<file path="config.mk">
export PLATFORM = sky130hd
export DESIGN_NAME = ouhbp_host_port
export DESIGN_NICKNAME = d
export VERILOG_FILES = /design/src/ouhbp_pkg.sv /design/src/ouhbp_host_port.sv
export SDC_FILE = /design/constraint.sdc
export NUM_CORES = 1
export LEC_CHECK = 0
export ABC_AREA = 1
export BUFFER_PORTS_ARGS = -buffer_cell sky130_fd_sc_hd__buf_2
export CAP_MARGIN = 40
export CELL_PAD_IN_SITES_DETAIL_PLACEMENT = 1
export CELL_PAD_IN_SITES_GLOBAL_PLACEMENT = 1
export CORE_ASPECT_RATIO = 0.9
export CORE_MARGIN = 4
export CORE_UTILIZATION = 37
export CTS_CLUSTER_DIAMETER = 100
export DETAILED_ROUTE_END_ITERATION = 8
export GPL_ROUTABILITY_DRIVEN = 0
export MAX_ROUTING_LAYER = met4
export PLACE_DENSITY = 0.73
export RECOVER_POWER = 100
export SYNTH_ARGS = -nofsm -noshare
export SYNTH_HDL_FRONTEND = slang
export SYNTH_SLANG_ARGS = --single-unit
</file>
<file path="constraint.sdc">
create_clock -name mclk_i -period 2.8 [get_ports mclk_i]
set_input_delay 0.56 -clock mclk_i [delete_from_list [all_inputs] [get_ports mclk_i]]
set_output_delay 0.56 -clock mclk_i [all_outputs]
set_load 0.01 [all_outputs]
</file>
<file path="src/ouhbp_pkg.sv">
// =============================================================
// Shared constants and types of the host bus port
// =============================================================
package ouhbp_pkg;

   // =============================================================
   // Address field layout
   // =============================================================
   localparam int unsigned ADDR_W        = 8;
   localparam int unsigned DATA_W        = 8;
   localparam int unsigned INDEX_LSB     = 0;
   localparam int unsigned INDEX_W       = 4;
   localparam int unsigned CHAN_LSB      = 4;
   localparam int unsigned CHAN_W        = 3;
   localparam int unsigned GLOBAL_BIT    = 7;
   localparam int unsigned NUM_CHAN      = 8;

   // =============================================================
   // Global register indexes and reset values
   // =============================================================
   localparam logic [3:0] GLB_INT_SRC_IDX = 4'h0;
   localparam logic [7:0] DATA_RST        = 8'h00;
   localparam logic [7:0] IRQ_RST         = 8'h00;
   localparam logic       SER_IDLE        = 1'b1;

   // =============================================================
   // Carriers
   // =============================================================
   typedef struct packed {
      logic       global_sel;
      logic [2:0] chan;
      logic [3:0] index;
      logic [7:0] wdata;
   } ouhbp_req_t;

   typedef struct packed {
      logic       bus_mode;
      logic       sel_n;
      logic       rd_strobe_n;
      logic       wr_strobe_n;
      logic [7:0] addr;
      logic [7:0] data;
   } ouhbp_pins_t;

   localparam ouhbp_req_t  REQ_RST  = '{global_sel: 1'b0, chan: 3'h0, index: 4'h0, wdata: 8'h00};
   localparam ouhbp_pins_t PINS_RST = '{bus_mode: 1'b1, sel_n: 1'b1, rd_strobe_n: 1'b1,
                                        wr_strobe_n: 1'b1, addr: 8'h00, data: 8'h00};

   typedef enum logic [1:0] {
      ST_IDLE,
      ST_RD_WAIT,
      ST_RD_DRIVE,
      ST_WR_ACT
   } ouhbp_state_t;

endpackage

</file>
<file path="src/ouhbp_host_port.sv">
`timescale 1ns/10ps
module ouhbp_host_port (
   input  wire logic                      mclk_i,
   input  wire logic                      rst_i,
   input  wire logic                      ce_i,
   input  wire logic                      bus_mode_i,
   input  wire logic [7:0]                host_addr_i,
   input  wire logic [7:0]                host_data_i,
   output logic      [7:0]                host_data_o,
   output logic                           host_data_oe_n_o,
   input  wire logic                      rd_strobe_n_i,
   input  wire logic                      wr_strobe_n_i,
   input  wire logic                      sel_n_i,
   input  wire logic                      int_n_i,
   output logic                           int_n_o,
   output logic                           int_n_oe_n_o,
   output logic                           int_line_low_o,
   output ouhbp_pkg::ouhbp_req_t          reg_req_o,
   output logic                           reg_rd_o,
   output logic                           reg_wr_o,
   input  wire logic [7:0]                reg_rdata_i,
   input  wire logic [7:0]                chan_irq_i,
   input  wire logic                      ser_in_ch0_i,
   output logic                           rx_core_o,
   input  wire logic                      ir_mode_i,
   input  wire logic                      ir_invert_i,
   input  wire logic                      tx_uart_i,
   input  wire logic                      tx_ir_i,
   output logic                           ser_out_ch0_o
);

   // =============================================================
   // Pin synchronisers
   // =============================================================
   ouhbp_pkg::ouhbp_pins_t pins_meta;
   ouhbp_pkg::ouhbp_pins_t pins_s2;
   ouhbp_pkg::ouhbp_pins_t next_pins_meta;
   logic                   rx_meta;
   logic                   rx_s2;
   logic                   int_meta;
   logic                   int_s2;

   always_comb
   begin
      next_pins_meta = '{bus_mode: bus_mode_i, sel_n: sel_n_i, rd_strobe_n: rd_strobe_n_i,
                         wr_strobe_n: wr_strobe_n_i, addr: host_addr_i, data: host_data_i};
   end

   always_ff @(posedge mclk_i or posedge rst_i)
   begin
      if (rst_i)
      begin
         pins_meta <= ouhbp_pkg::PINS_RST;
         pins_s2   <= ouhbp_pkg::PINS_RST;
         rx_meta   <= ouhbp_pkg::SER_IDLE;
         rx_s2     <= ouhbp_pkg::SER_IDLE;
         int_meta  <= 1'b1;
         int_s2    <= 1'b1;
      end
      else if (ce_i)
      begin
         pins_meta <= next_pins_meta;
         pins_s2   <= pins_meta;
         rx_meta   <= ser_in_ch0_i;
         rx_s2     <= rx_meta;
         int_meta  <= int_n_i;
         int_s2    <= int_meta;
      end
   end

   // =============================================================
   // Access decode
   // =============================================================
   logic act_now;
   logic rd_now;

   always_comb
   begin
      if (pins_s2.bus_mode)
      begin
         act_now = !pins_s2.sel_n && (!pins_s2.rd_strobe_n || !pins_s2.wr_strobe_n);
         rd_now  = !pins_s2.rd_strobe_n;
      end
      else
      begin
         act_now = !pins_s2.sel_n;
         rd_now  = pins_s2.wr_strobe_n;
      end
   end

   // =============================================================
   // Bus cycle state machine
   // =============================================================
   ouhbp_pkg::ouhbp_state_t state;
   ouhbp_pkg::ouhbp_state_t next_state;
   ouhbp_pkg::ouhbp_req_t   next_req;
   logic                    next_rd;
   logic                    next_wr;
   logic [7:0]              next_data_out;
   logic                    next_oe_n;
   logic                    is_int_src;
   logic [7:0]              irq_s;

   always_comb
   begin
      next_state    = state;
      next_req      = reg_req_o;
      next_rd       = 1'b0;
      next_wr       = 1'b0;
      next_data_out = host_data_o;
      next_oe_n     = 1'b1;
      is_int_src    = reg_req_o.global_sel && (reg_req_o.index == ouhbp_pkg::GLB_INT_SRC_IDX);
      case (state)
         ouhbp_pkg::ST_IDLE:
         begin
            if (act_now)
            begin
               next_req.index      = pins_s2.addr[ouhbp_pkg::INDEX_LSB +: ouhbp_pkg::INDEX_W];
               next_req.chan       = pins_s2.addr[ouhbp_pkg::CHAN_LSB +: ouhbp_pkg::CHAN_W];
               next_req.global_sel = pins_s2.addr[ouhbp_pkg::GLOBAL_BIT];
               next_req.wdata      = pins_s2.data;
               if (rd_now)
               begin
                  next_state = ouhbp_pkg::ST_RD_WAIT;
                  next_rd    = !(pins_s2.addr[ouhbp_pkg::GLOBAL_BIT]
                                 && (pins_s2.addr[3:0] == ouhbp_pkg::GLB_INT_SRC_IDX));
               end
               else
               begin
                  next_state = ouhbp_pkg::ST_WR_ACT;
               end
            end
         end
         ouhbp_pkg::ST_RD_WAIT:
         begin
            next_data_out = is_int_src ? irq_s : reg_rdata_i;
            if (act_now)
            begin
               next_state = ouhbp_pkg::ST_RD_DRIVE;
               next_oe_n  = 1'b0;
            end
            else
            begin
               next_state = ouhbp_pkg::ST_IDLE;
            end
         end
         ouhbp_pkg::ST_RD_DRIVE:
         begin
            if (act_now)
            begin
               next_oe_n = 1'b0;
            end
            else
            begin
               next_state = ouhbp_pkg::ST_IDLE;
            end
         end
         ouhbp_pkg::ST_WR_ACT:
         begin
            if (act_now)
            begin
               next_req.wdata = pins_s2.data;
            end
            else
            begin
               next_wr    = 1'b1;
               next_state = ouhbp_pkg::ST_IDLE;
            end
         end
         default:
         begin
            next_state = ouhbp_pkg::ST_IDLE;
         end
      endcase
   end

   always_ff @(posedge mclk_i or posedge rst_i)
   begin
      if (rst_i)
      begin
         state            <= ouhbp_pkg::ST_IDLE;
         reg_req_o        <= ouhbp_pkg::REQ_RST;
         reg_rd_o         <= 1'b0;
         reg_wr_o         <= 1'b0;
         host_data_o      <= ouhbp_pkg::DATA_RST;
         host_data_oe_n_o <= 1'b1;
      end
      else if (ce_i)
      begin
         state            <= next_state;
         reg_req_o        <= next_req;
         reg_rd_o         <= next_rd;
         reg_wr_o         <= next_wr;
         host_data_o      <= next_data_out;
         host_data_oe_n_o <= next_oe_n;
      end
   end

   // =============================================================
   // Interrupt and serial pins
   // =============================================================
   logic       next_int_oe_n;
   logic       next_rx_core;
   logic       next_ser_out;

   always_comb
   begin
      next_int_oe_n = !(|irq_s);
      next_rx_core  = (ir_mode_i && ir_invert_i) ? !rx_s2 : rx_s2;
      next_ser_out  = ir_mode_i ? tx_ir_i : tx_uart_i;
   end

   always_ff @(posedge mclk_i or posedge rst_i)
   begin
      if (rst_i)
      begin
         irq_s          <= ouhbp_pkg::IRQ_RST;
         int_n_o        <= 1'b0;
         int_n_oe_n_o   <= 1'b1;
         int_line_low_o <= 1'b0;
         rx_core_o      <= ouhbp_pkg::SER_IDLE;
         ser_out_ch0_o  <= ouhbp_pkg::SER_IDLE;
      end
      else if (ce_i)
      begin
         irq_s          <= chan_irq_i;
         int_n_o        <= 1'b0;
         int_n_oe_n_o   <= next_int_oe_n;
         int_line_low_o <= !int_s2;
         rx_core_o      <= next_rx_core;
         ser_out_ch0_o  <= next_ser_out;
      end
   end

   // =============================================================
   // Assertions
   // =============================================================
   addr_split_a: assert property (@(posedge mclk_i) disable iff (rst_i || !ce_i)
      reg_rd_o |-> (reg_req_o.chan == $past(pins_s2.addr[6:4])) && (reg_req_o.index == $past(pins_s2.addr[3:0])))
      else $error("Address split into channel and index is wrong");

   global_route_a: assert property (@(posedge mclk_i) disable iff (rst_i || !ce_i)
      $rose(state == ouhbp_pkg::ST_RD_WAIT) |-> reg_req_o.global_sel == $past(pins_s2.addr[7]))
      else $error("Global select does not follow top address bit");

   rd_start_a: assert property (@(posedge mclk_i) disable iff (rst_i || !ce_i)
      (state == ouhbp_pkg::ST_IDLE && pins_s2.bus_mode && !pins_s2.sel_n && !pins_s2.rd_strobe_n)
      |=> state == ouhbp_pkg::ST_RD_WAIT)
      else $error("Read strobe did not start a read");

   read_drive_a: assert property (@(posedge mclk_i) disable iff (rst_i || !ce_i)
      (state == ouhbp_pkg::ST_RD_WAIT && act_now)
      |=> !host_data_oe_n_o && (host_data_o == ($past(is_int_src) ? $past(irq_s) : $past(reg_rdata_i))))
      else $error("Read byte not driven after fetch");

   wr_commit_a: assert property (@(posedge mclk_i) disable iff (rst_i || !ce_i)
      (state == ouhbp_pkg::ST_WR_ACT && !act_now) |=> reg_wr_o && (reg_req_o.wdata == $past(reg_req_o.wdata)))
      else $error("Write not committed at closing edge");

   dir_line_a: assert property (@(posedge mclk_i) disable iff (rst_i || !ce_i)
      (state == ouhbp_pkg::ST_IDLE && !pins_s2.bus_mode && !pins_s2.sel_n && !pins_s2.wr_strobe_n)
      |=> state == ouhbp_pkg::ST_WR_ACT ##1 !reg_rd_o)
      else $error("Direction line low did not start a write");

   chip_sel_a: assert property (@(posedge mclk_i) disable iff (rst_i || !ce_i)
      (state == ouhbp_pkg::ST_IDLE && pins_s2.bus_mode && pins_s2.sel_n) |=> state == ouhbp_pkg::ST_IDLE)
      else $error("Access started without chip select");

   strobe_sel_a: assert property (@(posedge mclk_i) disable iff (rst_i || !ce_i)
      (state == ouhbp_pkg::ST_RD_DRIVE && !pins_s2.bus_mode && pins_s2.sel_n) |=> host_data_oe_n_o)
      else $error("Read not closed by select strobe");

   bus_release_a: assert property (@(posedge mclk_i) disable iff (rst_i)
      !host_data_oe_n_o |-> state == ouhbp_pkg::ST_RD_DRIVE)
      else $error("Data bus driven outside a read");

   int_shared_a: assert property (@(posedge mclk_i) disable iff (rst_i || !ce_i)
      (|chan_irq_i) |=> ##1 !int_n_oe_n_o && !int_n_o)
      else $error("Channel interrupt not driven on shared line");

   rx_idle_a: assert property (@(posedge mclk_i) disable iff (rst_i || !ce_i)
      !$past(ir_mode_i) |-> rx_core_o == $past(rx_s2))
      else $error("Normal receive path altered");

   ir_invert_a: assert property (@(posedge mclk_i) disable iff (rst_i || !ce_i)
      $past(ir_mode_i && ir_invert_i) |-> rx_core_o == !$past(rx_s2))
      else $error("Infrared receive not inverted");

   tx_select_a: assert property (@(posedge mclk_i) disable iff (rst_i || !ce_i)
      !$past(rst_i) |-> ser_out_ch0_o == ($past(ir_mode_i) ? $past(tx_ir_i) : $past(tx_uart_i)))
      else $error("Transmit source not selected by mode");

   rd_cycle_c: cover property (@(posedge mclk_i) disable iff (rst_i)
      reg_rd_o ##1 !host_data_oe_n_o ##[1:50] host_data_oe_n_o);

   wr_cycle_c: cover property (@(posedge mclk_i) disable iff (rst_i)
      state == ouhbp_pkg::ST_WR_ACT ##[1:50] reg_wr_o);

   int_src_c: cover property (@(posedge mclk_i) disable iff (rst_i)
      state == ouhbp_pkg::ST_RD_WAIT && reg_req_o.global_sel && !reg_rd_o);

endmodule // ouhbp_host_port

</file>
Word level (Yosys, flattened, before mapping):

Index checks and enable logic that the tools add are counted.

* register bits after elaboration: 85
* input port bits: 45
* word-level logic and storage cells: 78

* eq/ne operators: 6
* muxes and demuxes: 19
* reduce and logical (&&, ||, !) cells: 23

Operators with widths (count)
* 8-bit two-way mux: 3
* 8-bit one-hot mux with 2 select lines: 1
* 1-bit two-way mux: 10
* 4-bit zero test: 2
* 2-bit two-way mux: 4
* 8-bit OR reduction: 1
* 1-bit zero test: 7
* 2-bit inequality test (second input constant): 3
* 2-bit one-hot mux with 3 select lines: 1
* 3-bit AND reduction: 2
* 2-bit equality test (second input constant): 2
* 1-bit logical AND: 4
* 4-bit AND reduction: 1
* 2-bit OR reduction: 2
* 2-bit by 1-bit equality test with 1-bit output (second input constant): 1
* 2-bit zero test: 1
* 2-bit AND reduction: 1
* 2-bit nonzero test: 1
* 1-bit logical OR: 1

Longest topological paths before layout:

* depth in word-level cells: 6
* depth in mapped cells: 9
* mapped depth without buffers: 9

Least setup slack after synthesis:

OpenSTA, ideal clock, no wires.

* path kind: register to register
* start point: reg state[0]
* end point: reg reg_req_o[0] in the netlist's numbering
* setup time: 0.117 ns
* arrival time: 1.166 ns
* required time: 2.683 ns
* setup slack: 1.517 ns
* stages on the path, launching flop included: 7
* period minus slack after synthesis: 1.283 ns
* cells stage by stage: dfrtp_1 -> inv_1 -> ha_1 -> nand4_4 -> buf_6 -> nand3_2 -> nand2_1

* word-level cells in the longest chain between the ends: 3

RTL lines
* start, declared: line ouhbp_host_port.sv:94 `ouhbp_pkg::ouhbp_state_t state;`
* start signal, assigned: line ouhbp_host_port.sv:181 `state <= ouhbp_pkg::ST_IDLE;`
* start signal, assigned: line ouhbp_host_port.sv:190 `state <= next_state;`
* 2-bit equality test / 2-bit zero test (equally long branches): line ouhbp_host_port.sv:113 `case (state)`
* 2-bit inequality test (no source line) / 2-bit nonzero test (equally long branches)
* 4-bit AND reduction (no source line)
* end signal, assigned: line ouhbp_host_port.sv:182 `reg_req_o <= ouhbp_pkg::REQ_RST;`
* end signal, assigned: line ouhbp_host_port.sv:191 `reg_req_o <= next_req;`
* end, declared: line ouhbp_host_port.sv:18 `output ouhbp_pkg::ouhbp_req_t reg_req_o,`

Several ways; a longest one is shown, not always the timed one.
A chain may end at the register's enable or synchronous reset.

Worst setup path after layout:

* start point: in ce_i
* end point: reg host_data_o[7]

* word-level cells in the longest chain between the ends: 1

RTL lines
* start, declared: line ouhbp_host_port.sv:5 `input wire logic ce_i,`
* 2-bit AND reduction (no source line)
* end signal, assigned: line ouhbp_host_port.sv:185 `host_data_o <= ouhbp_pkg::DATA_RST;`
* end signal, assigned: line ouhbp_host_port.sv:194 `host_data_o <= next_data_out;`
* end, declared: line ouhbp_host_port.sv:9 `output logic [7:0] host_data_o,`

No other way between the ends.

==> run summary <==
status: finished, final reports clean
Leak: 2.16 nW
number of global-route vias before repair: 2986
Die Span X: 113 um
largest net degree at the start of global routing: 86
hold buffer count at CTS: 0
worst vdd ir: 282 uV
Final nets: 528
Initial Util: 0.379
Post-synth EDFFs: 0
setup TNS: 0 ns
Tmin final: 2.04 ns
Hold WS: 0.341 ns
CP endpoint kind: flip-flop
fin area: 4260 um^2
Post-Syn Area: 3680 um^2
Syn Inst Count: 407
Worst Path Required: 3.07 ns
slack of the worst reg-to-reg path: 1.02 ns
gr busiest metal: met2
Worst Max-Slew Pin Slew: 1.38 ns
Slew Viols, Final: 0
r2r worst-path depth: 6
initial antenna violation count: 0
dpl cells: 594
Top FF cell, synth: dfrtp_1
Clk Latency, worst-skew pair: 0.35 ns
Die Ht: 103 um
Pint: 0.00220 W
cell area power density: 806 nW/um^2
Vias: 2827
Final Hold Viols: 0
Crit Path Max Fanout: 44
CTS tree: done
total gr overflow: 0
syn_area_per_cell: 9.04 um^2
worst path bufs/invs: 3
Setup Crit Path Kind: primary input to flip-flop
Synth Warn #: 0
Total Routing Usage GR: 0.161
CP max stage delay: 0.69 ns
clk sinks: 85
CP cell instances: clkbuf_1 -> clkbuf_2 -> nand2_2 -> clkinv_4 -> nand2_1 -> o21ai_0
post-cts sizing count: 0
syn_nets: 456
post-synth cell types: 28
H-tree depth: 3
clk buf depth: 2
Slew headroom: 0.0768
dominant cells by area after synthesis: dfrtp_1 (47%), nand2_1 (18%), dfstp_2 (11%)
fin worst setup slack: 0.760 ns
Max Clock Skew: 0.0117 ns
Switching Share: 0.359
CP Launch Type: primary input
CP top delay family: buffers and inverters
number of port buffers: 75
clk root buf: clkbuf_8
Yosys top cell by area: dfrtp_1
Clock transition at path regs: 0.09 ns
met3 Resource Use GR: 0.0364
Yosys top cell area share: 0.469
P_sw: 0.00123 W
Std-Cell Rows: 34
Detailed Route WL: 8510 um
via/cell ratio: 4.63
post-DP HPWL: 6060 um
r2r startpoint: state[0]
cts bufs inserted: 9
Final ANT Viol Nets: 0
Max Cap Viol: 0
sequential share of power: 0.498
RSZ-0062 raised after global routing: false
Hold WC Path Type: primary input to async pin
Die ar.: 11600 um^2
sequential area share after synthesis: 0.584
ant diodes: 0
R2R Path End: reg_req_o[0]
Comb pwr share: 0.270
Fmax: 490 MHz
Final setup viols: 0
met2 Use GR: 0.260
Slowest cell on crit path: clkbuf_2
WP data arrival: 2.31 ns
DRT iter0 DRCs: 100
Pre-antenna DRT Iters: 4
placed inst area: 4130 um^2
Area Overhead vs Synth: 15.7%
Synth Register Bits: 85
Core Region: 9700 um^2
Post-synth ARST share: 1.00
Layout Cells excl Fill: 610
GRT met1 Usage: 0.203
period utilization: 0.729
# IOs: 77
first-pass GRT wire length: 14500 um
post-DR wirelength/cell: 13.9 um
Post CTS Setup Buffer Count: 0
clock network fraction of total power: 0.231
share of layout cells above drive strength 1: 0.192
DRC violations left: 0
Place WS: 0.934 ns
[registers in the layout (all words and copies together), names as in the netlist, 2 cells and up]
register	count
irq_s	8
reg_req_o	16
host_data_o	8
pins_meta	20
state	2
pins_s2	20
[cell usage in the layout, fill, tap and decap left out]
cell and n:
nand2_1 174, dfrtp_1 69, buf_2 42, o21ai_0 40
inv_1 35, clkbuf_1 35, dfstp_2 16, nand3_1 11
clkbuf_8 11, nand4_1 8, nand3_2 8, nor2_1 6
ha_1 4, o21ai_1 3, clkinv_2 3, nand3_4 2
nor2_2 2, nand4_4 2, inv_2 1, a31oi_1 1
nand2_2 1, clkinv_4 1, clkinvlp_2 1, mux2i_1 1
xor2_1 1, a21oi_1 1, o21bai_1 1, conb_1 1
clkinvlp_4 1, buf_12 1, clkbuf_2 1
[worst max-delay path by stage]
stage	startpoint	endpoint	depth (start not counted)
2_1_floorplan	rst_i	host_data_o[0]	1
3_3_place_gp	ce_i	host_data_o[7]	6
3_5_place_dp	ce_i	host_data_o[0]	6
4_1_cts	state[0]	reg_req_o[4]	6
5_1_grt	ce_i	host_data_o[7]	6
6_report	ce_i	host_data_o[7]	6
[cells by family after synthesis]
| group | after synthesis | synth area share |
|---|---|---|
| fa+ha+maj | 4 | 0.0136 |
| simple gates | 214 | 0.261 |
| compound gates | 46 | 0.0636 |
| buf+inv | 55 | 0.0721 |
| xor+xnor | 1 | 0.00238 |
| other cells | 1 | 0.00102 |
| flops | 85 | 0.584 |
| mux | 1 | 0.00272 |
[cell usage after synthesis, drive strengths merged (3+ instances only)]
| master | count |
|---|---|
| o21ai | 43 |
| inv | 37 |
| nand3 | 21 |
| clkbuf | 3 |
| dfstp | 16 |
| nor2 | 8 |
| nand2 | 175 |
| nand4 | 10 |
| buf | 14 |
| dfrtp | 69 |
| ha | 4 |
[power by group through the flow]
stage | sequential (W) | clock (W) | combinational [W]
6_report | 0.00171 | 0.000793 | 0.000928
5_1_grt | 0.00175 | 0.000865 | 0.00108
4_1_cts | 0.00171 | 0.000811 | 0.00102
3_5_place_dp | 0.00174 | 0 | 0.00101
3_3_place_gp | 0.00173 | 0 | 0.000965
2_1_floorplan | 0.00177 | 0 | 0.000585
[per-layer routing]
metal  routed length (um)  vias up
met2                 4080       48
met4                  119        0
li1                     -     1410
met1                 3940     1359
met3                  364       10
met5                    0        -
[through the flow]
stage / power (W) / util
floorplan: 0.00235 / -
global placement: 0.00269 / 0.426
detailed placement: 0.00275 / 0.426
CTS: 0.00354 / 0.444
global route: 0.00370 / 0.439
finish: 0.00343 / 0.439
[worst min-delay path: stages]
cell	delay [ns]
clkbuf_1	0.09
clkinvlp_2	0.10
buf_12	0.37
[cell type report]
type	instances	area, um^2
Fill cell	1197	5440
Sequential cell	85	2150
Multi-Input combinational cell	267	1260
Timing Repair Buffer	78	363
Tap cell	126	158
Clock buffer	12	155
Inverter	38	149
Clock inverter	4	22.5
Note: power is estimated with default switching activity, not from simulation.
